<file path="src/hdl/dihc_map.svh">
/*
  Register offsets, bit positions, reset values and timing figures of the
  interrupt source and line control block.
  Assumes inclusion by bare name from the block's design files.
*/
`ifndef DIHC_MAP_SVH
`define DIHC_MAP_SVH

// Register offsets on the host register port
`define DIHC_REG_IRQ_SRC    8'h04
`define DIHC_REG_LINE_CTL   8'h05

// Reset values
`define DIHC_IRQ_SRC_RESET  8'h00
`define DIHC_LINE_CTL_RESET 8'h00

// Interrupt source flag positions
`define DIHC_BIT_RING       7
`define DIHC_BIT_RX_OVL     6
`define DIHC_BIT_FRAME      5
`define DIHC_BIT_BILLING    4
`define DIHC_BIT_DROPOUT    3
`define DIHC_BIT_LOOP_SAT   2
`define DIHC_BIT_TIP_GND    1
`define DIHC_BIT_POLARITY   0

// Line control field positions
`define DIHC_CTL_RING_NEG   6
`define DIHC_CTL_RING_POS   5
`define DIHC_CTL_ONHOOK_MONITOR_ENABLE       3
`define DIHC_CTL_RING_IND   2
`define DIHC_CTL_OFFHOOK    0

// Loop current reading at saturation
`define DIHC_LOOP_MAX       5'h1F

// Ring indicator hold time and clock rate
`define DIHC_RING_HOLD_S    5
`define DIHC_CLK_HZ         100000000

`endif

</file>
<file path="src/hdl/dihc_pkg.sv">
/*
  Types of the interrupt source and line control block.
  Assumes nothing beyond a SystemVerilog compiler.
*/
package dihc_pkg;

  // One register byte
  typedef logic [7:0] dihc_byte_t;

  // Ring indicator states
  typedef enum logic [0:0]
  {
    DIHC_RI_IDLE    = 1'b0,
    DIHC_RI_RINGING = 1'b1
  } dihc_ring_state_t;

endpackage

</file>
<file path="src/hdl/dihc_top.sv">
/*
  Interrupt source flags and primary line control register of a line
  interface: sticky event flags, interrupt pin, ring indicator, hook control.
  Assumes line-side levels arrive asynchronously, mask and control bits come
  from other registers on ref_clk, and a single-cycle register port.
*/
`timescale 1ns/1ps
`include "dihc_map.svh"

module dihc_top
#(
  parameter int RING_HOLD_CYCLES = `DIHC_RING_HOLD_S * `DIHC_CLK_HZ
)
(
  // Clock and reset
  input  wire logic                ref_clk,
  input  wire logic                resetn,
  // Host register port
  input  wire logic [7:0]          reg_addr,
  input  wire logic                reg_wr,
  input  wire logic                reg_rd,
  input  wire dihc_pkg::dihc_byte_t reg_wdata,
  output dihc_pkg::dihc_byte_t     reg_rdata,
  // Configuration from neighbouring registers
  input  wire dihc_pkg::dihc_byte_t irq_mask,
  input  wire logic                global_irq_enable,
  input  wire logic                ring_irq_mode,
  input  wire logic                full_wave_ring_enable,
  input  wire logic                irq_polarity_select,
  input  wire logic                watchdog_expired,
  // Line-side status levels, asynchronous
  input  wire logic                ring_positive_in,
  input  wire logic                ring_negative_in,
  input  wire logic                rx_overload_in,
  input  wire logic                frame_lock_in,
  input  wire logic                billing_tone_in,
  input  wire logic                dropout_status_in,
  input  wire logic                tip_ground_status_in,
  input  wire logic                line_voltage_msb_in,
  input  wire logic [4:0]          loop_current_reading_in,
  // Outputs
  output logic                     irq_output_pin,
  output logic                     offhook_control,
  output logic                     onhook_monitor_enable,
  output logic                     ring_indicator,
  output logic                     rx_overload_status_clear,
  output dihc_pkg::dihc_byte_t     irq_flags
);

  localparam int CNT_W = $clog2(RING_HOLD_CYCLES + 1);
  localparam logic [CNT_W-1:0] HOLD_LOAD = CNT_W'(RING_HOLD_CYCLES - 1);
  localparam int SYNC_W = 13;
  // Lock and tip ground status idle high so reset does not fake events
  localparam logic [SYNC_W-1:0] SYNC_RST = 13'h0240;

  // Synchronised line-side levels
  logic [SYNC_W-1:0]        sync_vec;
  logic                     ring_pos_s;
  logic                     ring_neg_s;
  logic                     rx_ovl_s;
  logic                     lock_s;
  logic                     billing_s;
  logic                     dropout_s;
  logic                     tip_gnd_s;
  logic                     lvs_msb_s;
  logic [4:0]               loop_s;

  // Edge history
  logic                     billing_prev;
  logic                     dropout_prev;
  logic                     lvs_prev;

  // Ring indicator machine
  dihc_pkg::dihc_ring_state_t ring_state;
  dihc_pkg::dihc_ring_state_t next_ring_state;
  logic [CNT_W-1:0]         hold_cnt;
  logic [CNT_W-1:0]         next_hold_cnt;

  // Decode and event wires
  logic                     wr_src;
  logic                     wr_ctl;
  logic                     rd_src;
  logic                     rd_ctl;
  logic                     ring_qual;
  logic                     offhook_rise;
  logic                     next_offhook;
  logic                     ri_rise;
  logic                     ri_fall;
  logic [7:0]               flag_set;
  logic [7:0]               flag_clr;
  logic [7:0]               next_flags;
  logic                     irq_active;
  dihc_pkg::dihc_byte_t     ctl_view;
  dihc_pkg::dihc_byte_t     next_rdata;

  // Line-side levels cross into ref_clk
  dihc_sync
  #(
    .WIDTH     (SYNC_W),
    .RESET_VAL (SYNC_RST)
  )
  u_sync
  (
    .ref_clk  (ref_clk),
    .resetn   (resetn),
    .async_in ({ring_positive_in, ring_negative_in, rx_overload_in, frame_lock_in,
                billing_tone_in, dropout_status_in, tip_ground_status_in,
                line_voltage_msb_in, loop_current_reading_in}),
    .sync_out (sync_vec)
  );

  // Unpack synchronised vector; loop reading bits are not coherent
  assign {ring_pos_s, ring_neg_s, rx_ovl_s, lock_s, billing_s, dropout_s,
          tip_gnd_s, lvs_msb_s, loop_s} = sync_vec;

  // Register port decode
  assign wr_src = reg_wr && (reg_addr == `DIHC_REG_IRQ_SRC);
  assign wr_ctl = reg_wr && (reg_addr == `DIHC_REG_LINE_CTL);
  assign rd_src = reg_rd && (reg_addr == `DIHC_REG_IRQ_SRC);
  assign rd_ctl = reg_rd && (reg_addr == `DIHC_REG_LINE_CTL);

  // off-hook command
  // Watchdog expiry overrides a write in the same cycle
  assign next_offhook = watchdog_expired ? 1'b0 :
                        wr_ctl ? reg_wdata[`DIHC_CTL_OFFHOOK] : offhook_control;
  assign offhook_rise = next_offhook && !offhook_control;

  assign ring_qual = ring_pos_s || (full_wave_ring_enable && ring_neg_s);

  // ring indicator hold and off-hook clear
  always_comb
  begin
    next_ring_state = ring_state;
    next_hold_cnt   = hold_cnt;
    unique case (ring_state)
      dihc_pkg::DIHC_RI_IDLE:
      begin
        if (ring_qual && !offhook_rise)
        begin
          next_ring_state = dihc_pkg::DIHC_RI_RINGING;
          next_hold_cnt   = HOLD_LOAD;
        end
      end
      dihc_pkg::DIHC_RI_RINGING:
      begin
        if (offhook_rise)
          next_ring_state = dihc_pkg::DIHC_RI_IDLE;
        else if (ring_qual)
          next_hold_cnt = HOLD_LOAD;
        else if (hold_cnt == '0)
          next_ring_state = dihc_pkg::DIHC_RI_IDLE;
        else
          next_hold_cnt = hold_cnt - CNT_W'(1);
      end
    endcase
  end

  assign ri_rise = (next_ring_state == dihc_pkg::DIHC_RI_RINGING) && !ring_indicator;
  assign ri_fall = (next_ring_state == dihc_pkg::DIHC_RI_IDLE) && ring_indicator;

  // Hardware set terms per flag
  always_comb
  begin
    flag_set = 8'h00;
    // ring start, and end in two-interrupt mode
    flag_set[`DIHC_BIT_RING]     = ri_rise || (ring_irq_mode && ri_fall);
    flag_set[`DIHC_BIT_RX_OVL]   = rx_ovl_s;
    flag_set[`DIHC_BIT_FRAME]    = !lock_s;
    flag_set[`DIHC_BIT_BILLING]  = billing_s && !billing_prev;
    flag_set[`DIHC_BIT_DROPOUT]  = dropout_s && !dropout_prev;
    flag_set[`DIHC_BIT_LOOP_SAT] = (loop_s == `DIHC_LOOP_MAX);
    flag_set[`DIHC_BIT_TIP_GND]  = !tip_gnd_s;
    flag_set[`DIHC_BIT_POLARITY] = lvs_msb_s != lvs_prev;
  end

  // write zero clears, set wins over clear
  assign flag_clr   = wr_src ? ~reg_wdata : 8'h00;
  assign next_flags = (irq_flags & ~flag_clr) | flag_set;

  // masked OR gated by the global enable
  assign irq_active = global_irq_enable && |(next_flags & irq_mask);

  // Line control read view with reserved bits zero
  // live ring status
  always_comb
  begin
    ctl_view                     = 8'h00;
    ctl_view[`DIHC_CTL_RING_NEG] = ring_neg_s;
    ctl_view[`DIHC_CTL_RING_POS] = ring_pos_s;
    ctl_view[`DIHC_CTL_ONHOOK_MONITOR_ENABLE]     = onhook_monitor_enable;
    ctl_view[`DIHC_CTL_RING_IND] = ring_indicator;
    ctl_view[`DIHC_CTL_OFFHOOK]  = offhook_control;
  end

  assign next_rdata = rd_src ? irq_flags : rd_ctl ? ctl_view : 8'h00;

  // Flags, edge history, read data and overload mirror clear
  always_ff @(posedge ref_clk or negedge resetn)
  begin
    if (!resetn)
    begin
      irq_flags                <= `DIHC_IRQ_SRC_RESET;
      billing_prev             <= 1'b0;
      dropout_prev             <= 1'b0;
      lvs_prev                 <= 1'b0;
      reg_rdata                <= 8'h00;
      rx_overload_status_clear <= 1'b0;
    end
    else
    begin
      irq_flags    <= next_flags;
      billing_prev <= billing_s;
      dropout_prev <= dropout_s;
      lvs_prev     <= lvs_msb_s;
      reg_rdata    <= next_rdata;
      // mirror clear pulse on bit 6 zero write
      rx_overload_status_clear <= flag_clr[`DIHC_BIT_RX_OVL];
    end
  end

  always_ff @(posedge ref_clk or negedge resetn)
  begin
    if (!resetn)
    begin
      offhook_control       <= 1'(`DIHC_LINE_CTL_RESET >> `DIHC_CTL_OFFHOOK);
      onhook_monitor_enable <= 1'b0;
    end
    else
    begin
      offhook_control <= next_offhook;
      if (wr_ctl)
        onhook_monitor_enable <= reg_wdata[`DIHC_CTL_ONHOOK_MONITOR_ENABLE];
    end
  end

  // Ring indicator machine state
  always_ff @(posedge ref_clk or negedge resetn)
  begin
    if (!resetn)
    begin
      ring_state <= dihc_pkg::DIHC_RI_IDLE;
      hold_cnt   <= '0;
    end
    else
    begin
      ring_state <= next_ring_state;
      hold_cnt   <= next_hold_cnt;
    end
  end

  assign ring_indicator = (ring_state == dihc_pkg::DIHC_RI_RINGING);

  // interrupt pin polarity, idle high out of reset
  always_ff @(posedge ref_clk or negedge resetn)
  begin
    if (!resetn)
      irq_output_pin <= 1'b1;
    else
      irq_output_pin <= irq_polarity_select ? irq_active : !irq_active;
  end

  // Flags only fall through a zero write
  chk_flags_sticky: assert property (@(posedge ref_clk) disable iff (!resetn)
    !wr_src |=> (irq_flags & $past(irq_flags)) == $past(irq_flags))
    else $error("flag dropped without a clear");
  // Writing ones keeps every flag
  chk_write_ones: assert property (@(posedge ref_clk) disable iff (!resetn)
    wr_src && reg_wdata == 8'hFF |=> (irq_flags & $past(irq_flags)) == $past(irq_flags))
    else $error("write of ones cleared a flag");
  // Ring end raises the flag only in two-interrupt mode
  chk_ring_end: assert property (@(posedge ref_clk) disable iff (!resetn)
    ring_irq_mode && ring_indicator ##1 !ring_indicator |-> irq_flags[`DIHC_BIT_RING])
    else $error("ring end flag missing");
  // Ring start raises the flag with the indicator
  chk_ring_start: assert property (@(posedge ref_clk) disable iff (!resetn)
    $rose(ring_indicator) |-> irq_flags[`DIHC_BIT_RING])
    else $error("ring start flag missing");
  // Clearing overload pulses the mirror clear
  chk_ovl_mirror: assert property (@(posedge ref_clk) disable iff (!resetn)
    wr_src && !reg_wdata[`DIHC_BIT_RX_OVL] |=> rx_overload_status_clear)
    else $error("overload mirror not cleared");
  // Lost lock keeps frame flag set
  chk_frame_lock: assert property (@(posedge ref_clk) disable iff (!resetn)
    !lock_s |=> irq_flags[`DIHC_BIT_FRAME])
    else $error("frame lock flag missing");
  // Polarity toggle sets its flag one clock later
  chk_polarity_flip: assert property (@(posedge ref_clk) disable iff (!resetn)
    $changed(lvs_msb_s) |=> irq_flags[`DIHC_BIT_POLARITY])
    else $error("polarity flag missing");
  // Pin follows the masked flags with the selected polarity
  chk_irq_pin: assert property (@(posedge ref_clk) disable iff (!resetn)
    ##1 irq_output_pin == ($past(irq_polarity_select) ~^
      ($past(global_irq_enable) && |(irq_flags & $past(irq_mask)))))
    else $error("interrupt pin wrong");
  // Off-hook drops the ring indicator at once
  chk_ring_offhook: assert property (@(posedge ref_clk) disable iff (!resetn)
    $rose(offhook_control) |-> !ring_indicator)
    else $error("ring indicator survived off-hook");
  // Watchdog expiry returns the line on-hook
  chk_watchdog_hook: assert property (@(posedge ref_clk) disable iff (!resetn)
    watchdog_expired |=> !offhook_control [*1])
    else $error("watchdog left line off-hook");
  // Monitor bit takes the written value
  chk_onhook_mon: assert property (@(posedge ref_clk) disable iff (!resetn)
    wr_ctl |=> onhook_monitor_enable == $past(reg_wdata[`DIHC_CTL_ONHOOK_MONITOR_ENABLE]))
    else $error("monitor bit not stored");

endmodule

</file>
<file path="src/hdl/dihc_sync.sv">
/*
  Two-flop synchroniser for a vector of slow line-side levels.
  Assumes each bit changes slowly against ref_clk; bits are not coherent.
*/
`timescale 1ns/1ps

module dihc_sync
#(
  parameter int                WIDTH     = 1,
  parameter logic [WIDTH-1:0]  RESET_VAL = '0
)
(
  // Clock and reset
  input  wire logic             ref_clk,
  input  wire logic             resetn,
  // Levels
  input  wire logic [WIDTH-1:0] async_in,
  output logic      [WIDTH-1:0] sync_out
);

  logic [WIDTH-1:0] stage_one;

  // First stage read only by the second
  always_ff @(posedge ref_clk or negedge resetn)
  begin
    if (!resetn)
    begin
      stage_one <= RESET_VAL;
      sync_out  <= RESET_VAL;
    end
    else
    begin
      stage_one <= async_in;
      sync_out  <= stage_one;
    end
  end

endmodule

</file>
<file path="config.mk">
export PLATFORM = sky130hd
export DESIGN_NAME = dihc_top
export DESIGN_NICKNAME = d
export VERILOG_FILES = /design/src/hdl/dihc_pkg.sv /design/src/hdl/dihc_top.sv /design/src/hdl/dihc_sync.sv
export VERILOG_INCLUDE_DIRS = /design/src /design/src/hdl
export SDC_FILE = /design/constraint.sdc
export NUM_CORES = 1
export LEC_CHECK = 0
export BUFFER_PORTS_ARGS = -buffer_cell sky130_fd_sc_hd__clkbuf_2
export CAP_MARGIN = 10
export CORE_MARGIN = 4
export CORE_UTILIZATION = 61
export CTS_BUF_LIST = sky130_fd_sc_hd__clkbuf_2 sky130_fd_sc_hd__clkbuf_4 sky130_fd_sc_hd__clkbuf_8
export CTS_CLUSTER_DIAMETER = 150
export CTS_CLUSTER_SIZE = 25
export DETAILED_ROUTE_END_ITERATION = 8
export GPL_ROUTABILITY_DRIVEN = 0
export GPL_TIMING_DRIVEN = 1
export PLACE_DENSITY = 0.9
export SYNTH_ARGS = -nofsm -noshare
export SYNTH_HDL_FRONTEND = slang
export SYNTH_SLANG_ARGS = --single-unit
</file>
<file path="constraint.sdc">
create_clock -name ref_clk -period 3.1 [get_ports ref_clk]
set_input_delay 0.155 -clock ref_clk [delete_from_list [all_inputs] [get_ports ref_clk]]
set_output_delay 0.155 -clock ref_clk [all_outputs]
set_load 0.01 [all_outputs]
</file>
==> qor.json, run 1 <==
{
  "setup_path": {
    "reg2regPathDepth": 6,
    "timing.critical_path.required_ns": 3.37,
    "regToRegSetupSlack_ns": 0.36,
    "critical_path_class": "flop to flop",
    "r2r-start": "hold_cnt[5]$_DFFE_PN0P_",
    "critical_path_arrival_ns": 3.01,
    "maximum_fanout_along_the_worst_path": 15,
    "worst_setup_path_end_kind": "flop",
    "startpoint_type": "flop",
    "r2r-end": "hold_cnt[18]$_DFFE_PN0P_"
  },
  "route": {
    "drt_iter0_markers": 300,
    "antenna_violating_nets_post_route": 0,
    "drt-pass1-iter-count": 6,
    "postRouteWirelength_mm": 7.66,
    "drt-vias-per-instance": 5.90,
    "vias": 2784,
    "drt_wl_cell_um": 16.2,
    "drc": 0
  },
  "grt": {
    "grt_max_degree": 80,
    "grt_first_pass_wirelength_mm": 12.8,
    "first_global_vias": 2712,
    "grt-ovfl-total": 0,
    "initial_antenna_violation_count": 0,
    "grt_util_all_layers_pct": 23.5
  },
  "timing": {
    "min_period_over_period_pct": 88.5,
    "fin_setup_tns_ns": 0,
    "slew-limit-headroom_pct": 37.9,
    "final_hold_viol_count": 0,
    "finClkSkew_ns": 0.0115,
    "finalWorstSetupSlack_ns": 0.356,
    "finalMaxSlewViolations": 0,
    "grt_setup_unrepaired": "false",
    "setup_viol_count_final": 0,
    "worst-slew-pin-transition_ns": 0.932,
    "min_period_ns": 2.74,
    "fmax_ghz": 0.364
  },
  "layout": {
    "drive_above_1_share_pct": 25.8,
    "layout_common_cells": "sky130_fd_sc_hd__dfrtp_1 (74), sky130_fd_sc_hd__clkbuf_2 (65), sky130_fd_sc_hd__nand2_1 (32), sky130_fd_sc_hd__nor2_1 (31)",
    "syn2layout_area_growth_pct": 20.9,
    "layout.cells.most_common": "sky130_fd_sc_hd__dfrtp_1",
    "final_nets": 443,
    "antenna_cells_inserted": 0
  },
  "power_and_ir_drop": {
    "pwr-share-seq_pct": 55.8,
    "intPower_mw": 1.44,
    "netSwitchingFraction_pct": 25.0,
    "ir_drop_uv": 336,
    "leakage_power_summed_over_all_cells_nw": 1.79,
    "cellPowerDensity_nw_per_um2": 463,
    "switchingPower_uw": 481,
    "pwr-share-clk_pct": 37.6,
    "comb_power_share_pct": 6.7
  },
  "logic_synthesis": {
    "synth_adder_area_share_pct": 0.729,
    "cell_accounting_for_the_most_synthesized_area": "sky130_fd_sc_hd__dfrtp_1",
    "yosysWarnings": 0,
    "top_ff_cell_synth": "sky130_fd_sc_hd__dfrtp_1",
    "syn-cell-area_um2": 3430,
    "synth_top_family_by_area": "simple AND/OR/NAND/NOR gates",
    "synthMuxAreaShare_pct": 2.66,
    "yosys.cell_types.count": 50,
    "post_synth.cell_area_avg_um2": 11.0,
    "synthesis.instances": 313,
    "synth_compound_gate_area_share_pct": 9.73,
    "synth_edf_count": 0,
    "yosys_top_cell_area_share_pct": 54.0,
    "asyncSetResetFlopFracSynth_pct": 100,
    "mappedNetlistNets": 361,
    "post_synth_and_or_nand_nor_area_fraction_pct": 21.9,
    "netlist_top_cells_area": "sky130_fd_sc_hd__dfrtp_1 (54%), sky130_fd_sc_hd__xnor2_1 (4.1%), sky130_fd_sc_hd__dfstp_2 (3.8%)",
    "synth_seq_area_share_pct": 57.8,
    "yosys_register_bits": 79,
    "synth-xor-area-share_pct": 4.34
  },
  "cts": {
    "number_of_cts_inserted_buffers": 9,
    "maximum_buffer_depth_of_the_clock_tree": 2,
    "h-tree-depth": 3,
    "clock_edge_transition_at_the_registers_on_the_reported_setup_and_hold_paths_ns": 0.09,
    "insertion_delay_ns": 0.35,
    "post_cts_resize_count": 0,
    "tritoncts_clock_tree": "done",
    "number_of_clock_sinks_seen_by_cts": 79,
    "clockRootBuffer": "sky130_fd_sc_hd__clkbuf_8"
  },
  "worst_hold_path": {
    "min_path_cells": 3,
    "worst_hold_startpoint": "reg_wdata[1]",
    "min_delay_worst_endpoint": "irq_flags[1]$_DFF_PN0_",
    "worst_hold_path_type": "input port to flop"
  },
  "place": {
    "dpl_worst_slack_ns": 0.409,
    "post-dp-hpwl_mm": 5.47,
    "place.port_buffers": 66
  },
  "flow_run": {
    "max_cap_viol_count": 0
  },
  "die": {
    "dieArea_um2": 6890,
    "design.portCount": 67,
    "floorplan.initialDensity_pct": 62.7,
    "floorplan.core_area_um2": 5470,
    "num_rows": 27,
    "die_height_um": 83.0,
    "die_w_um": 83.0
  },
  "outcome": {
    "outcome": "finished clean"
  }
}
-- cell type report --
cell class | count | area, um2
clock buffers | 10 | 138
clock inverters | 6 | 51.3
fillers | 371 | 1330
inverters | 9 | 33.8
multi-input cells | 213 | 1350
flip-flops and latches | 79 | 1980
well taps | 72 | 90.1
repair buffers | 83 | 500
-- flip-flops by register name (all words and copies together), names as in the netlist --
signal	cells
billing_prev	1
dropout_prev	1
hold_cnt	29
irq_flags	8
irq_output_pin	1
lvs_prev	1
offhook_control	1
onhook_monitor_enable	1
reg_rdata	8
ring_indicator	1
rx_overload_status_clear	1
u_sync.stage_one	13
u_sync.sync_out	13
-- repair_timing --
| action | 4_1_cts | 5_1_grt |
|---|---|---|
| endpoints found under the hold margin | 89 | 0 |
| hold buffers | 16 | 0 |
| setup endpoints to repair | 0 | 0 |
| buffers inserted | 0 | 0 |
-- metal layers --
layer | track usage, % | wire length [um] | share of wire, % | up-vias
met3 | 7.44 | 585 | 7.6 | 27
met5 | 0 | 0 | 0 | -
met2 | 37.2 | 3780 | 49 | 135
li1 | - | - | - | 1280
met1 | 30.0 | 3070 | 40 | 1342
met4 | 10.1 | 219 | 2.9 | 0
-- worst max-delay path: stages (launching register included) --
cell and delay [ns]:
sky130_fd_sc_hd__dfrtp_1 0.42, sky130_fd_sc_hd__nor4_1 0.59, sky130_fd_sc_hd__nand3_1 0.29, sky130_fd_sc_hd__o31ai_4 0.67
sky130_fd_sc_hd__nor2_1 0.27, sky130_fd_sc_hd__and2_1 0.25, sky130_fd_sc_hd__a31oi_1 0.18
-- worst max-delay path by stage --
stage                                    from                       end  slack (ns)  cells past startpoint
floorplan           offhook_control$_DFF_PN0_   hold_cnt[5]$_DFFE_PN0P_        0.90                      6
global placement      hold_cnt[5]$_DFFE_PN0P_   hold_cnt[6]$_DFFE_PN0P_        0.63                      6
detailed placement    hold_cnt[5]$_DFFE_PN0P_   hold_cnt[6]$_DFFE_PN0P_        0.41                      6
CTS                   hold_cnt[5]$_DFFE_PN0P_   hold_cnt[6]$_DFFE_PN0P_        0.42                      6
global route          hold_cnt[3]$_DFFE_PN0P_  hold_cnt[18]$_DFFE_PN0P_        0.18                      6
finish                hold_cnt[5]$_DFFE_PN0P_  hold_cnt[18]$_DFFE_PN0P_        0.36                      6
-- metrics by stage --
stage	cell area, um2	total power, mW	hold slack, ns	instances	utilization, %
3_5_place_dp	3800	1.20	0.244	440	69.4
4_1_cts	4150	1.93	0.0501	472	75.8
6_report	4150	1.92	0.0596	472	75.8
5_1_grt	4150	2.01	0.0546	472	75.8
3_3_place_gp	3800	1.20	0.243	440	69.4
2_1_floorplan	3430	1.13	-0.141	313	-
-- cells by family (layout without fill, tap and decap cells) --
| family | Yosys count | in the layout |
|---|---|---|
| buf+inv | 21 | 108 |
| mux | 9 | 9 |
| compound gates | 45 | 45 |
| flops | 79 | 79 |
| xor+xnor | 17 | 17 |
| simple gates | 140 | 140 |
| fa+ha+maj | 2 | 2 |
-- power by group through the flow --
stage / combinational, mW / sequential (mW) / clock, mW
2_1_floorplan: 0.0473 / 1.09 / 0
3_3_place_gp: 0.107 / 1.09 / 0
3_5_place_dp: 0.112 / 1.09 / 0
4_1_cts: 0.128 / 1.07 / 0.732
5_1_grt: 0.143 / 1.07 / 0.791
6_report: 0.128 / 1.07 / 0.721
-- cell usage after synthesis (3+ instances only) --
library cell	n
sky130_fd_sc_hd__and3_1	4
sky130_fd_sc_hd__a31oi_1	5
sky130_fd_sc_hd__nand2b_1	6
sky130_fd_sc_hd__o21ai_0	8
sky130_fd_sc_hd__o41ai_1	4
sky130_fd_sc_hd__nor3b_1	5
sky130_fd_sc_hd__and2_1	3
sky130_fd_sc_hd__nor2_1	31
sky130_fd_sc_hd__or4_1	3
sky130_fd_sc_hd__a21oi_1	11
sky130_fd_sc_hd__xnor2_1	16
sky130_fd_sc_hd__buf_2	3
sky130_fd_sc_hd__dfstp_2	5
sky130_fd_sc_hd__nand3_1	8
sky130_fd_sc_hd__nor3_1	13
sky130_fd_sc_hd__inv_1	9
sky130_fd_sc_hd__dfrtp_1	74
sky130_fd_sc_hd__nor4_1	12
sky130_fd_sc_hd__clkbuf_1	6
sky130_fd_sc_hd__mux2i_1	8
sky130_fd_sc_hd__nand2_1	32
sky130_fd_sc_hd__or3_1	6
Power figures use the tool's default switching activity.
==> run 2: changes to the inputs <==
ABC_AREA = 1   (was unset)
CORE_UTILIZATION = 62   (was 61)
PLACE_DENSITY = 0.85   (was 0.9)
==> run 2 against run 1 <==
Compared with the run above:
- sequential cell count unchanged
- wire length down 1.6%
- first-iteration DRC count down 15%
- cell count up 19%
- cell area up 2.3%
- clock power down 7.4%
- utilization up 0.81 points
- sequential share of layout area down 1.1 points
- synthesized cell count up 27%
- hold slack worse by 0.051 ns
- register-to-register slack better by 0.68 ns
- worst setup slack better by 0.68 ns
- critical path type unchanged
- critical endpoint is now hold_cnt[28]$_DFFE_PN0P_
==> qor.json, run 2 <==
{
  "outcome": {
    "outcome": {"value": "finished clean", "change": "unchanged"}
  },
  "setup_path": {
    "max_stage_delay": {"value": 0.37, "unit": "ns", "change": "was 0.67 ns"},
    "cpMostUsedCell": "sky130_fd_sc_hd__nand2_1",
    "crit_path_cell_trace": {"value": "inv_1 -> ha_1 -> nand2_1 -> nor2_1 -> nand2_1 -> nor2_1 -> nand2_1 -> nand2_1 -> nand2_2 -> nand2_4 -> inv_4 -> nand2_2 -> nor2_2 -> a21oi_1 -> o21ai_1", "change": "was nor4_1 -> nand3_1 -> o31ai_4 -> nor2_1 -> and2_1 -> a31oi_1"},
    "startpoint_type": {"value": "flop", "change": "unchanged"},
    "timing.critical_path.required": {"value": 3.35, "unit": "ns", "change": "was 3.37 ns"},
    "critical_path_arrival": {"value": 2.31, "unit": "ns", "change": "was 3.01 ns"},
    "worst_path_max_delay_cell": {"value": "sky130_fd_sc_hd__dfrtp_1", "change": "was sky130_fd_sc_hd__o31ai_4"},
    "worst_setup_path_end_kind": {"value": "flop", "change": "unchanged"},
    "critical_path_class": {"value": "flop to flop", "change": "unchanged"},
    "worstPathBufferInverterCount": {"value": 2, "change": "was 0"},
    "worst_path_dominant_cell_family": {"value": "simple AND/OR/NAND/NOR gates", "change": "unchanged"},
    "maximum_fanout_along_the_worst_path": {"value": 19, "change": "was 15"}
  },
  "power_and_ir_drop": {
    "cellPowerDensity": {"value": 437, "unit": "nW/um2", "change": "was 463 nW/um2"},
    "comb_power_share": {"value": 6.4, "unit": "%", "change": "was 6.7%"},
    "pwr-share-clk": {"value": 36.0, "unit": "%", "change": "was 37.6%"},
    "leakage_power_summed_over_all_cells": {"value": 2.09, "unit": "nW", "change": "was 1.79 nW"},
    "pwr-share-seq": {"value": 57.5, "unit": "%", "change": "was 55.8%"},
    "intPower": {"value": 1.40, "unit": "mW", "change": "was 1.44 mW"},
    "ir_drop": {"value": 350, "unit": "uV", "change": "was 336 uV"},
    "netSwitchingFraction": {"value": 24.8, "unit": "%", "change": "was 25.0%"},
    "switchingPower": {"value": 460, "unit": "uW", "change": "was 481 uW"}
  },
  "layout": {
    "register_with_the_most_flip_flops": {"value": "hold_cnt", "change": "unchanged"},
    "antenna_cells_inserted": {"value": 0, "change": "unchanged"},
    "final_nets": {"value": 534, "change": "was 443"},
    "syn2layout_area_growth": {"value": 19.6, "unit": "%", "change": "was 20.9%"},
    "n_fill_cell": {"value": 383, "change": "was 371"},
    "layout.cells.non_filler": {"value": 562, "change": "was 472"},
    "drive_above_1_share": {"value": 26.9, "unit": "%", "change": "was 25.8%"},
    "largest_register_ffs": {"value": 29, "change": "unchanged"},
    "largest_registers": {"value": "hold_cnt (29), u_sync.stage_one (13), u_sync.sync_out (13)", "change": "unchanged"},
    "layout.cells.most_common": {"value": "sky130_fd_sc_hd__nand2_1", "change": "was sky130_fd_sc_hd__dfrtp_1"},
    "layout_common_cells": {"value": "sky130_fd_sc_hd__nand2_1 (79), sky130_fd_sc_hd__dfrtp_1 (74), sky130_fd_sc_hd__clkbuf_2 (65), sky130_fd_sc_hd__inv_1 (52), sky130_fd_sc_hd__nor2_1 (31)", "change": "was sky130_fd_sc_hd__dfrtp_1 (74), sky130_fd_sc_hd__clkbuf_2 (65), sky130_fd_sc_hd__nand2_1 (32), sky130_fd_sc_hd__nor2_1 (31)"}
  },
  "logic_synthesis": {
    "syn-cell-area": {"value": 3550, "unit": "um2", "change": "was 3430 um2"},
    "synth.most_common_cell": {"value": "sky130_fd_sc_hd__nand2_1", "change": "was sky130_fd_sc_hd__dfrtp_1"},
    "synth_seq_area_share": {"value": 55.9, "unit": "%", "change": "was 57.8%"},
    "yosys.cell_types.count": {"value": 38, "change": "was 50"},
    "top_ff_cell_synth": {"value": "sky130_fd_sc_hd__dfrtp_1", "change": "unchanged"},
    "yosysWarnings": {"value": 0, "change": "unchanged"},
    "cell_accounting_for_the_most_synthesized_area": {"value": "sky130_fd_sc_hd__dfrtp_1", "change": "unchanged"},
    "asyncSetResetFlopFracSynth": {"value": 100, "unit": "%", "change": "unchanged"},
    "mappedNetlistNets": {"value": 447, "change": "was 361"},
    "yosys_register_bits": {"value": 79, "change": "unchanged"},
    "yosys_top_cell_area_share": {"value": 52.2, "unit": "%", "change": "was 54.0%"},
    "post_synth_most_frequent_cells": {"value": "sky130_fd_sc_hd__nand2_1 (79), sky130_fd_sc_hd__dfrtp_1 (74), sky130_fd_sc_hd__inv_1 (52)", "change": "was sky130_fd_sc_hd__dfrtp_1 (74), sky130_fd_sc_hd__nand2_1 (32), sky130_fd_sc_hd__nor2_1 (31)"},
    "post_synth.cell_area_avg": {"value": 8.89, "unit": "um2", "change": "was 11.0 um2"},
    "synthesis.instances": {"value": 399, "change": "was 313"},
    "netlist_top_cells_area": {"value": "sky130_fd_sc_hd__dfrtp_1 (52%), sky130_fd_sc_hd__nand2_1 (8.4%), sky130_fd_sc_hd__inv_1 (5.5%)", "change": "was sky130_fd_sc_hd__dfrtp_1 (54%), sky130_fd_sc_hd__xnor2_1 (4.1%), sky130_fd_sc_hd__dfstp_2 (3.8%)"},
    "synth_edf_count": {"value": 0, "change": "unchanged"}
  },
  "grt": {
    "grt_max_degree": {"value": 80, "change": "unchanged"},
    "grt_first_pass_wirelength": {"value": 13.3, "unit": "mm", "change": "was 12.8 mm"},
    "initial_antenna_violation_count": {"value": 0, "change": "unchanged"},
    "first_global_vias": {"value": 2840, "change": "was 2712"},
    "grt-ovfl-total": {"value": 0, "change": "unchanged"},
    "grt_util_all_layers": {"value": 23.9, "unit": "%", "change": "was 23.5%"}
  },
  "route": {
    "drt_iter0_markers": {"value": 255, "change": "was 300"},
    "postRouteWirelength": {"value": 7.54, "unit": "mm", "change": "was 7.66 mm"},
    "vias": {"value": 2878, "change": "was 2784"},
    "drt_wl_cell": {"value": 13.4, "unit": "um", "change": "was 16.2 um"},
    "drt-pass1-iter-count": {"value": 4, "change": "was 6"},
    "drt-vias-per-instance": {"value": 5.12, "change": "was 5.90"},
    "antenna_violating_nets_post_route": {"value": 0, "change": "unchanged"},
    "drc": {"value": 0, "change": "unchanged"}
  },
  "place": {
    "dpl_worst_slack": {"value": 1.11, "unit": "ns", "change": "was 0.409 ns"},
    "post-dp-hpwl": {"value": 5.32, "unit": "mm", "change": "was 5.47 mm"},
    "place.port_buffers": {"value": 66, "change": "unchanged"},
    "placedCellCount": {"value": 533, "change": "was 440"}
  },
  "die": {
    "num_rows": {"value": 27, "change": "unchanged"},
    "floorplan.initialDensity": {"value": 64.0, "unit": "%", "change": "was 62.7%"},
    "design.portCount": {"value": 67, "change": "unchanged"},
    "dieArea": {"value": 7000, "unit": "um2", "change": "was 6890 um2"},
    "die_height": {"value": 83.6, "unit": "um", "change": "was 83.0 um"},
    "floorplan.core_area": {"value": 5540, "unit": "um2", "change": "was 5470 um2"},
    "die_w": {"value": 83.6, "unit": "um", "change": "was 83.0 um"}
  },
  "timing": {
    "grt_setup_unrepaired": {"value": "false", "change": "unchanged"},
    "fmax": {"value": 0.484, "unit": "GHz", "change": "was 0.364 GHz"},
    "fin_setup_tns": {"value": 0, "unit": "ns", "change": "unchanged"},
    "worst-slew-pin-transition": {"value": 0.925, "unit": "ns", "change": "was 0.932 ns"},
    "finalWorstSetupSlack": {"value": 1.03, "unit": "ns", "change": "was 0.356 ns"},
    "final_hold_viol_count": {"value": 0, "change": "unchanged"},
    "slew-limit-headroom": {"value": 38.3, "unit": "%", "change": "was 37.9%"},
    "min_period": {"value": 2.07, "unit": "ns", "change": "was 2.74 ns"},
    "min_period_over_period": {"value": 66.7, "unit": "%", "change": "was 88.5%"},
    "setup_viol_count_final": {"value": 0, "change": "unchanged"},
    "finClkSkew": {"value": 0.00863, "unit": "ns", "change": "was 0.0115 ns"},
    "finalMaxSlewViolations": {"value": 0, "change": "unchanged"}
  },
  "worst_hold_path": {
    "worst_hold_path_type": {"value": "input port to flop", "change": "unchanged"}
  },
  "cts": {
    "post_cts_resize_count": {"value": 0, "change": "unchanged"},
    "cts_setup_buffers": {"value": 0, "change": "unchanged"},
    "insertion_delay": {"value": 0.36, "unit": "ns", "change": "was 0.35 ns"},
    "number_of_cts_inserted_buffers": {"value": 9, "change": "unchanged"},
    "number_of_clock_sinks_seen_by_cts": {"value": 79, "change": "unchanged"},
    "clock_edge_transition_at_the_registers_on_the_reported_setup_and_hold_paths": {"value": 0.08, "unit": "ns", "change": "was 0.09 ns"},
    "h-tree-depth": {"value": 3, "change": "unchanged"},
    "tritoncts_clock_tree": {"value": "done", "change": "unchanged"},
    "clockRootBuffer": {"value": "sky130_fd_sc_hd__clkbuf_8", "change": "unchanged"},
    "maximum_buffer_depth_of_the_clock_tree": {"value": 2, "change": "unchanged"}
  },
  "flow_run": {
    "max_cap_viol_count": {"value": 0, "change": "unchanged"}
  }
}
run 2: final cells by class:
cell class | count | area (um2) | area share [%]
Clock buffer | 9 | 124 | 2.92
Clock inverter | 6 | 45.0 | 1.06
Timing Repair Buffer | 80 | 473 | 11.1
Sequential cell | 79 | 1980 | 46.7
Tap cell | 72 | 90.1 | 2.12
Multi-Input combinational cell | 247 | 1270 | 29.9
Inverter | 69 | 262 | 6.16
run 2: what timing repair did:
action | CTS | global route
endpoints found under the hold margin | 87 | 0
hold buffers | 14 | 0
setup endpoints to repair | 0 | 0
run 2: final timing paths:
kind / start / to / slack (ns) / depth (start not counted)
setup / recovery: hold_cnt[0]$_DFFE_PN0P_ / hold_cnt[28]$_DFFE_PN0P_ / 1.03 / 15
hold / removal: irq_polarity_select / irq_output_pin$_DFF_PN1_ / 0.008 / 3
setup reg to reg: hold_cnt[0]$_DFFE_PN0P_ / hold_cnt[28]$_DFFE_PN0P_ / 1.03 / 15
hold reg to reg: u_sync.stage_one[11]$_DFF_PN0_ / u_sync.sync_out[11]$_DFF_PN0_ / 0.35 / 0
max in group asynchronous: resetn / reg_rdata[3]$_DFF_PN0_ / 2.01 / 2
min in group asynchronous: resetn / u_sync.stage_one[0]$_DFF_PN0_ / 0.48 / 2
run 2: metrics by stage:
step	util (%)	power (mW)	instance area [um2]	hold slack, ns
2_1_floorplan	-	1.12	3550	-0.141
3_3_place_gp	71.0	1.19	3940	0.242
3_5_place_dp	71.0	1.19	3940	0.249
4_1_cts	76.6	1.86	4240	0.000234
5_1_grt	76.6	1.94	4240	0.00920
6_report	76.6	1.86	4240	0.00826
run 2: worst reg2reg max path: stages (launching register included):
cell	delay, ns
sky130_fd_sc_hd__dfrtp_1	0.37
sky130_fd_sc_hd__inv_1	0.20
sky130_fd_sc_hd__ha_1	0.20
sky130_fd_sc_hd__nand2_1	0.05
sky130_fd_sc_hd__nor2_1	0.10
sky130_fd_sc_hd__nand2_1	0.06
sky130_fd_sc_hd__nor2_1	0.10
sky130_fd_sc_hd__nand2_1	0.06
sky130_fd_sc_hd__nand2_1	0.07
sky130_fd_sc_hd__nand2_2	0.07
sky130_fd_sc_hd__nand2_4	0.20
sky130_fd_sc_hd__inv_4	0.14
sky130_fd_sc_hd__nand2_2	0.12
sky130_fd_sc_hd__nor2_2	0.05
sky130_fd_sc_hd__a21oi_1	0.11
sky130_fd_sc_hd__o21ai_1	0.07
run 2: cells by family (layout without fill, tap and decap cells):
group,count (synthesis),in the layout,share of synthesized area (%)
adders and majority gates,2,2,0.705
and+or+nand+nor,188,188,25.8
xor gates and xnor gates,3,3,0.741
DFF,79,79,55.9
buffers and inverters,73,164,8.36
AOI/OAI and AO/OA,54,54,8.47
run 2: power groups by stage:
stage / combinational [mW] / clock (mW) / sequential [mW]
3_3_place_gp: 0.101 / 0 / 1.09
3_5_place_dp: 0.104 / 0 / 1.09
5_1_grt: 0.137 / 0.734 / 1.07
6_report: 0.120 / 0.668 / 1.07
2_1_floorplan: 0.0371 / 0 / 1.09
4_1_cts: 0.119 / 0.676 / 1.07
run 2: metal layers:
layer  up-vias  share of wire, %  GRT usage (%)
li1       1446                 -              -
met1      1337                44           31.6
met2        81                49           39.0
met3        14               5.2           5.82
met4         0               1.6           7.31
met5         -                 0              0
==> run 3: changes to the inputs <==
CORE_UTILIZATION = 57   (was 62)
PLACE_DENSITY = 0.79   (was 0.85)
clock period = 2.1 ns   (was 3.1 ns; I/O delays follow)
==> run 3 against run 2 <==
Compared with the run above:
- hold slack worse by 0.0053 ns
- wire length is 2.1% higher
- utilization decreased by 3.3 points
- sequential cell count stayed put
- highest routed layer unchanged
- non-clock buffer count up 9
- cell count grew 2.3%
- first-iteration DRC count fell by 24%
- power is 59% higher
- global-route usage fell by 1.6 points
- sequential share of layout area down 1.5 points
- critical endpoint unchanged
- critical path type unchanged
- combinational power increased by 55%
- clock skew is 0.0021 ns higher
==> qor.json, run 3 (synthesized netlist as in run 2, its figures left out) <==
{
  "setup_path": {
    "maximum_fanout_along_the_worst_path": {"value": 19, "change": "unchanged"},
    "endpoint": {"value": "hold_cnt[28]$_DFFE_PN0P_", "change": "unchanged"},
    "worst_path_dominant_cell_family": {"value": "simple AND/OR/NAND/NOR gates", "change": "unchanged"},
    "r2r-start": {"value": "hold_cnt[0]$_DFFE_PN0P_", "change": "unchanged"},
    "critical_path_cell_count": {"value": 15, "change": "unchanged"},
    "worstPathBufferInverterCount": {"value": 2, "change": "unchanged"},
    "worst_setup_path_end_kind": {"value": "flop", "change": "unchanged"},
    "timing.critical_path.required": {"value": 2.34, "unit": "ns", "change": "was 3.35 ns"},
    "startpoint_type": {"value": "flop", "change": "unchanged"},
    "critical_path_class": {"value": "flop to flop", "change": "unchanged"},
    "cpMostUsedCell": {"value": "sky130_fd_sc_hd__nand2_1", "change": "unchanged"},
    "reg2regPathDepth": {"value": 15, "change": "unchanged"},
    "regToRegSetupSlack": {"value": 0.24, "unit": "ns", "change": "was 1.03 ns"},
    "critical_path_arrival": {"value": 2.10, "unit": "ns", "change": "was 2.31 ns"},
    "max_stage_delay": {"value": 0.37, "unit": "ns", "change": "about the same"},
    "r2r-end": {"value": "hold_cnt[28]$_DFFE_PN0P_", "change": "unchanged"},
    "crit_path_cell_trace": {"value": "inv_1 -> ha_1 -> nand2_1 -> nor2_1 -> nand2_1 -> nor2_1 -> nand2_1 -> nand2_1 -> nand2_2 -> nand2_8 -> inv_4 -> nand2_2 -> nor2_2 -> a21oi_1 -> o21ai_1", "change": "was inv_1 -> ha_1 -> nand2_1 -> nor2_1 -> nand2_1 -> nor2_1 -> nand2_1 -> nand2_1 -> nand2_2 -> nand2_4 -> inv_4 -> nand2_2 -> nor2_2 -> a21oi_1 -> o21ai_1"},
    "setup.worst_path.start": {"value": "hold_cnt[0]$_DFFE_PN0P_", "change": "unchanged"},
    "worst_path_max_delay_cell": {"value": "sky130_fd_sc_hd__dfrtp_1", "change": "unchanged"}
  },
  "power_and_ir_drop": {
    "pwr-share-clk": {"value": 40.3, "unit": "%", "change": "was 36.0%"},
    "netSwitchingFraction": {"value": 24.0, "unit": "%", "change": "was 24.8%"},
    "ir_drop": {"value": 490, "unit": "uV", "change": "was 350 uV"},
    "pwr-share-seq": {"value": 53.4, "unit": "%", "change": "was 57.5%"},
    "switchingPower": {"value": 710, "unit": "uW", "change": "was 460 uW"},
    "intPower": {"value": 2.24, "unit": "mW", "change": "was 1.40 mW"},
    "cellPowerDensity": {"value": 673, "unit": "nW/um2", "change": "was 437 nW/um2"},
    "leakage_power_summed_over_all_cells": {"value": 2.17, "unit": "nW", "change": "was 2.09 nW"},
    "comb_power_share": {"value": 6.3, "unit": "%", "change": "was 6.4%"}
  },
  "timing": {
    "setup_viol_count_final": {"value": 0, "change": "unchanged"},
    "fmax": {"value": 0.538, "unit": "GHz", "change": "was 0.484 GHz"},
    "finClkSkew": {"value": 0.0107, "unit": "ns", "change": "was 0.00863 ns"},
    "finalMaxSlewViolations": {"value": 0, "change": "unchanged"},
    "min_period": {"value": 1.86, "unit": "ns", "change": "was 2.07 ns"},
    "grt_setup_unrepaired": {"value": "false", "change": "unchanged"},
    "final_hold_viol_count": {"value": 0, "change": "unchanged"},
    "worst-slew-pin-transition": {"value": 0.451, "unit": "ns", "change": "was 0.925 ns"},
    "min_period_over_period": {"value": 88.5, "unit": "%", "change": "was 66.7%"},
    "fin_setup_tns": {"value": 0, "unit": "ns", "change": "unchanged"},
    "slew-limit-headroom": {"value": 69.9, "unit": "%", "change": "was 38.3%"}
  },
  "die": {
    "floorplan.core_area": {"value": 5990, "unit": "um2", "change": "was 5540 um2"},
    "die_height": {"value": 86.9, "unit": "um", "change": "was 83.6 um"},
    "dieArea": {"value": 7550, "unit": "um2", "change": "was 7000 um2"},
    "design.portCount": {"value": 67, "change": "unchanged"},
    "floorplan.initialDensity": {"value": 59.2, "unit": "%", "change": "was 64.0%"},
    "die_w": {"value": 86.9, "unit": "um", "change": "was 83.6 um"},
    "num_rows": {"value": 28, "change": "was 27"}
  },
  "worst_hold_path": {
    "worst_hold_path_type": {"value": "input port to flop", "change": "unchanged"}
  },
  "cts": {
    "insertion_delay": {"value": 0.36, "unit": "ns", "change": "about the same"},
    "clockRootBuffer": {"value": "sky130_fd_sc_hd__clkbuf_8", "change": "unchanged"},
    "tritoncts_clock_tree": {"value": "done", "change": "unchanged"},
    "h-tree-depth": {"value": 3, "change": "unchanged"},
    "number_of_clock_sinks_seen_by_cts": {"value": 79, "change": "unchanged"},
    "clock_edge_transition_at_the_registers_on_the_reported_setup_and_hold_paths": {"value": 0.09, "unit": "ns", "change": "was 0.08 ns"},
    "maximum_buffer_depth_of_the_clock_tree": {"value": 2, "change": "unchanged"},
    "number_of_cts_inserted_buffers": {"value": 9, "change": "unchanged"}
  },
  "layout": {
    "drive_above_1_share": {"value": 28.0, "unit": "%", "change": "was 26.9%"},
    "antenna_cells_inserted": {"value": 0, "change": "unchanged"},
    "n_fill_cell": {"value": 445, "change": "was 383"},
    "layout_common_cells": {"value": "sky130_fd_sc_hd__nand2_1 (79), sky130_fd_sc_hd__dfrtp_1 (74), sky130_fd_sc_hd__clkbuf_2 (65), sky130_fd_sc_hd__inv_1 (52)", "change": "was sky130_fd_sc_hd__nand2_1 (79), sky130_fd_sc_hd__dfrtp_1 (74), sky130_fd_sc_hd__clkbuf_2 (65), sky130_fd_sc_hd__inv_1 (52), sky130_fd_sc_hd__nor2_1 (31)"},
    "area_of_all_placed_cells_without_fillers": {"value": 4390, "unit": "um2", "change": "was 4240 um2"},
    "syn2layout_area_growth": {"value": 23.7, "unit": "%", "change": "was 19.6%"},
    "largest_registers": {"value": "hold_cnt (29), u_sync.stage_one (13), u_sync.sync_out (13)", "change": "unchanged"},
    "final_nets": {"value": 543, "change": "was 534"},
    "largest_register_ffs": {"value": 29, "change": "unchanged"},
    "layout.cells.most_common": {"value": "sky130_fd_sc_hd__nand2_1", "change": "unchanged"},
    "register_with_the_most_flip_flops": {"value": "hold_cnt", "change": "unchanged"}
  },
  "route": {
    "drt_iter0_markers": {"value": 194, "change": "was 255"},
    "postRouteWirelength": {"value": 7.70, "unit": "mm", "change": "was 7.54 mm"},
    "drc": {"value": 0, "change": "unchanged"},
    "drt-pass1-iter-count": {"value": 4, "change": "unchanged"},
    "vias": {"value": 2906, "change": "was 2878"},
    "antenna_violating_nets_post_route": {"value": 0, "change": "unchanged"},
    "drt-vias-per-instance": {"value": 5.05, "change": "was 5.12"},
    "drt_wl_cell": {"value": 13.4, "unit": "um", "change": "about the same"}
  },
  "place": {
    "place.port_buffers": {"value": 66, "change": "unchanged"},
    "post_dp_cell_area": {"value": 3980, "unit": "um2", "change": "was 3940 um2"},
    "post-dp-hpwl": {"value": 5.68, "unit": "mm", "change": "was 5.32 mm"}
  },
  "grt": {
    "grt_max_degree": {"value": 47, "change": "was 80"},
    "initial_antenna_violation_count": {"value": 0, "change": "unchanged"},
    "grt_util_all_layers": {"value": 22.3, "unit": "%", "change": "was 23.9%"},
    "first_global_vias": {"value": 2881, "change": "was 2840"},
    "grt-ovfl-total": {"value": 0, "change": "unchanged"},
    "grt_first_pass_wirelength": {"value": 12.9, "unit": "mm", "change": "was 13.3 mm"}
  },
  "outcome": {
    "outcome": {"value": "finished clean", "change": "unchanged"}
  },
  "flow_run": {
    "max_cap_viol_count": {"value": 0, "change": "unchanged"}
  }
}
run 3: cell types whose count changed in the layout (fill, tap and decap cells not counted), moves of 2 or more:
cell / previous run / this run
sky130_fd_sc_hd__buf_4: 1 / 6
sky130_fd_sc_hd__clkinv_4: 0 / 2
sky130_fd_sc_hd__clkinvlp_4: 3 / 0
sky130_fd_sc_hd__dlygate4sd3_1: 14 / 17
run 3: cell type report:
type | count | area, um2 | area share, %
timing repair buffer | 89 | 561 | 12.8
clock inverter | 6 | 73.8 | 1.68
sequential | 79 | 1980 | 45.2
multi-input combinational | 247 | 1280 | 29.1
inverter | 69 | 262 | 5.96
tap | 75 | 93.8 | 2.14
clock buffer | 10 | 138 | 3.14
run 3: power by group through the flow:
stage	logic [mW]	registers [mW]	clock network (mW)
floorplan	0.0547	1.60	0
global placement	0.158	1.60	0
detailed placement	0.162	1.61	0
CTS	0.187	1.58	1.21
global route	0.212	1.58	1.27
finish	0.186	1.58	1.19
run 3: how the worst min path moves through the flow:
stage / slack [ns] / depth (start not counted) / from / to
floorplan: -0.19 / 0 / resetn / billing_prev$_DFF_PN0_
global placement: 0.08 / 1 / resetn / u_sync.stage_one[10]$_DFF_PN0_
detailed placement: 0.08 / 1 / resetn / u_sync.stage_one[10]$_DFF_PN0_
CTS: 0.003 / 4 / reg_wdata[6] / rx_overload_status_clear$_DFF_PN0_
global route: 0.006 / 3 / reg_wdata[1] / irq_flags[1]$_DFF_PN0_
finish: 0.003 / 4 / reg_wdata[6] / rx_overload_status_clear$_DFF_PN0_
run 3: worst reg2reg max path: cells and delay by family, from the launching register on:
| kind | cells | cell delay, ns |
|---|---|---|
| simple gates | 10 | 0.81 |
| buf+inv | 2 | 0.22 |
| compound gates | 2 | 0.19 |
| fa+ha+maj | 1 | 0.17 |
| flops | 1 | 0.37 |
run 3: per-layer routing:
metal  up-vias  track usage, %  routed length, um
li1       1460               -                  -
met1      1350            29.5               3360
met2        80            35.5               3760
met3        16            4.35                437
met4         0            10.3                148
met5         -               0                  0
run 3: what timing repair did:
action	in CTS	in global routing
buffers inserted	0	2
hold buffers	17	0
endpoints found under the setup margin	0	3
resized for setup	0	2
hold endpoints to repair	45	0
run 3: stage by stage:
step	util (%)	instances	setup WS [ns]	power (mW)	hold slack, ns
2_1_floorplan	-	399	0.413	1.66	-0.191
3_3_place_gp	66.5	540	0.265	1.76	0.0774
3_5_place_dp	66.5	540	0.195	1.77	0.0818
4_1_cts	72.8	573	0.177	2.97	0.00261
5_1_grt	73.3	575	0.0340	3.07	0.00574
6_report	73.3	575	0.241	2.95	0.00300
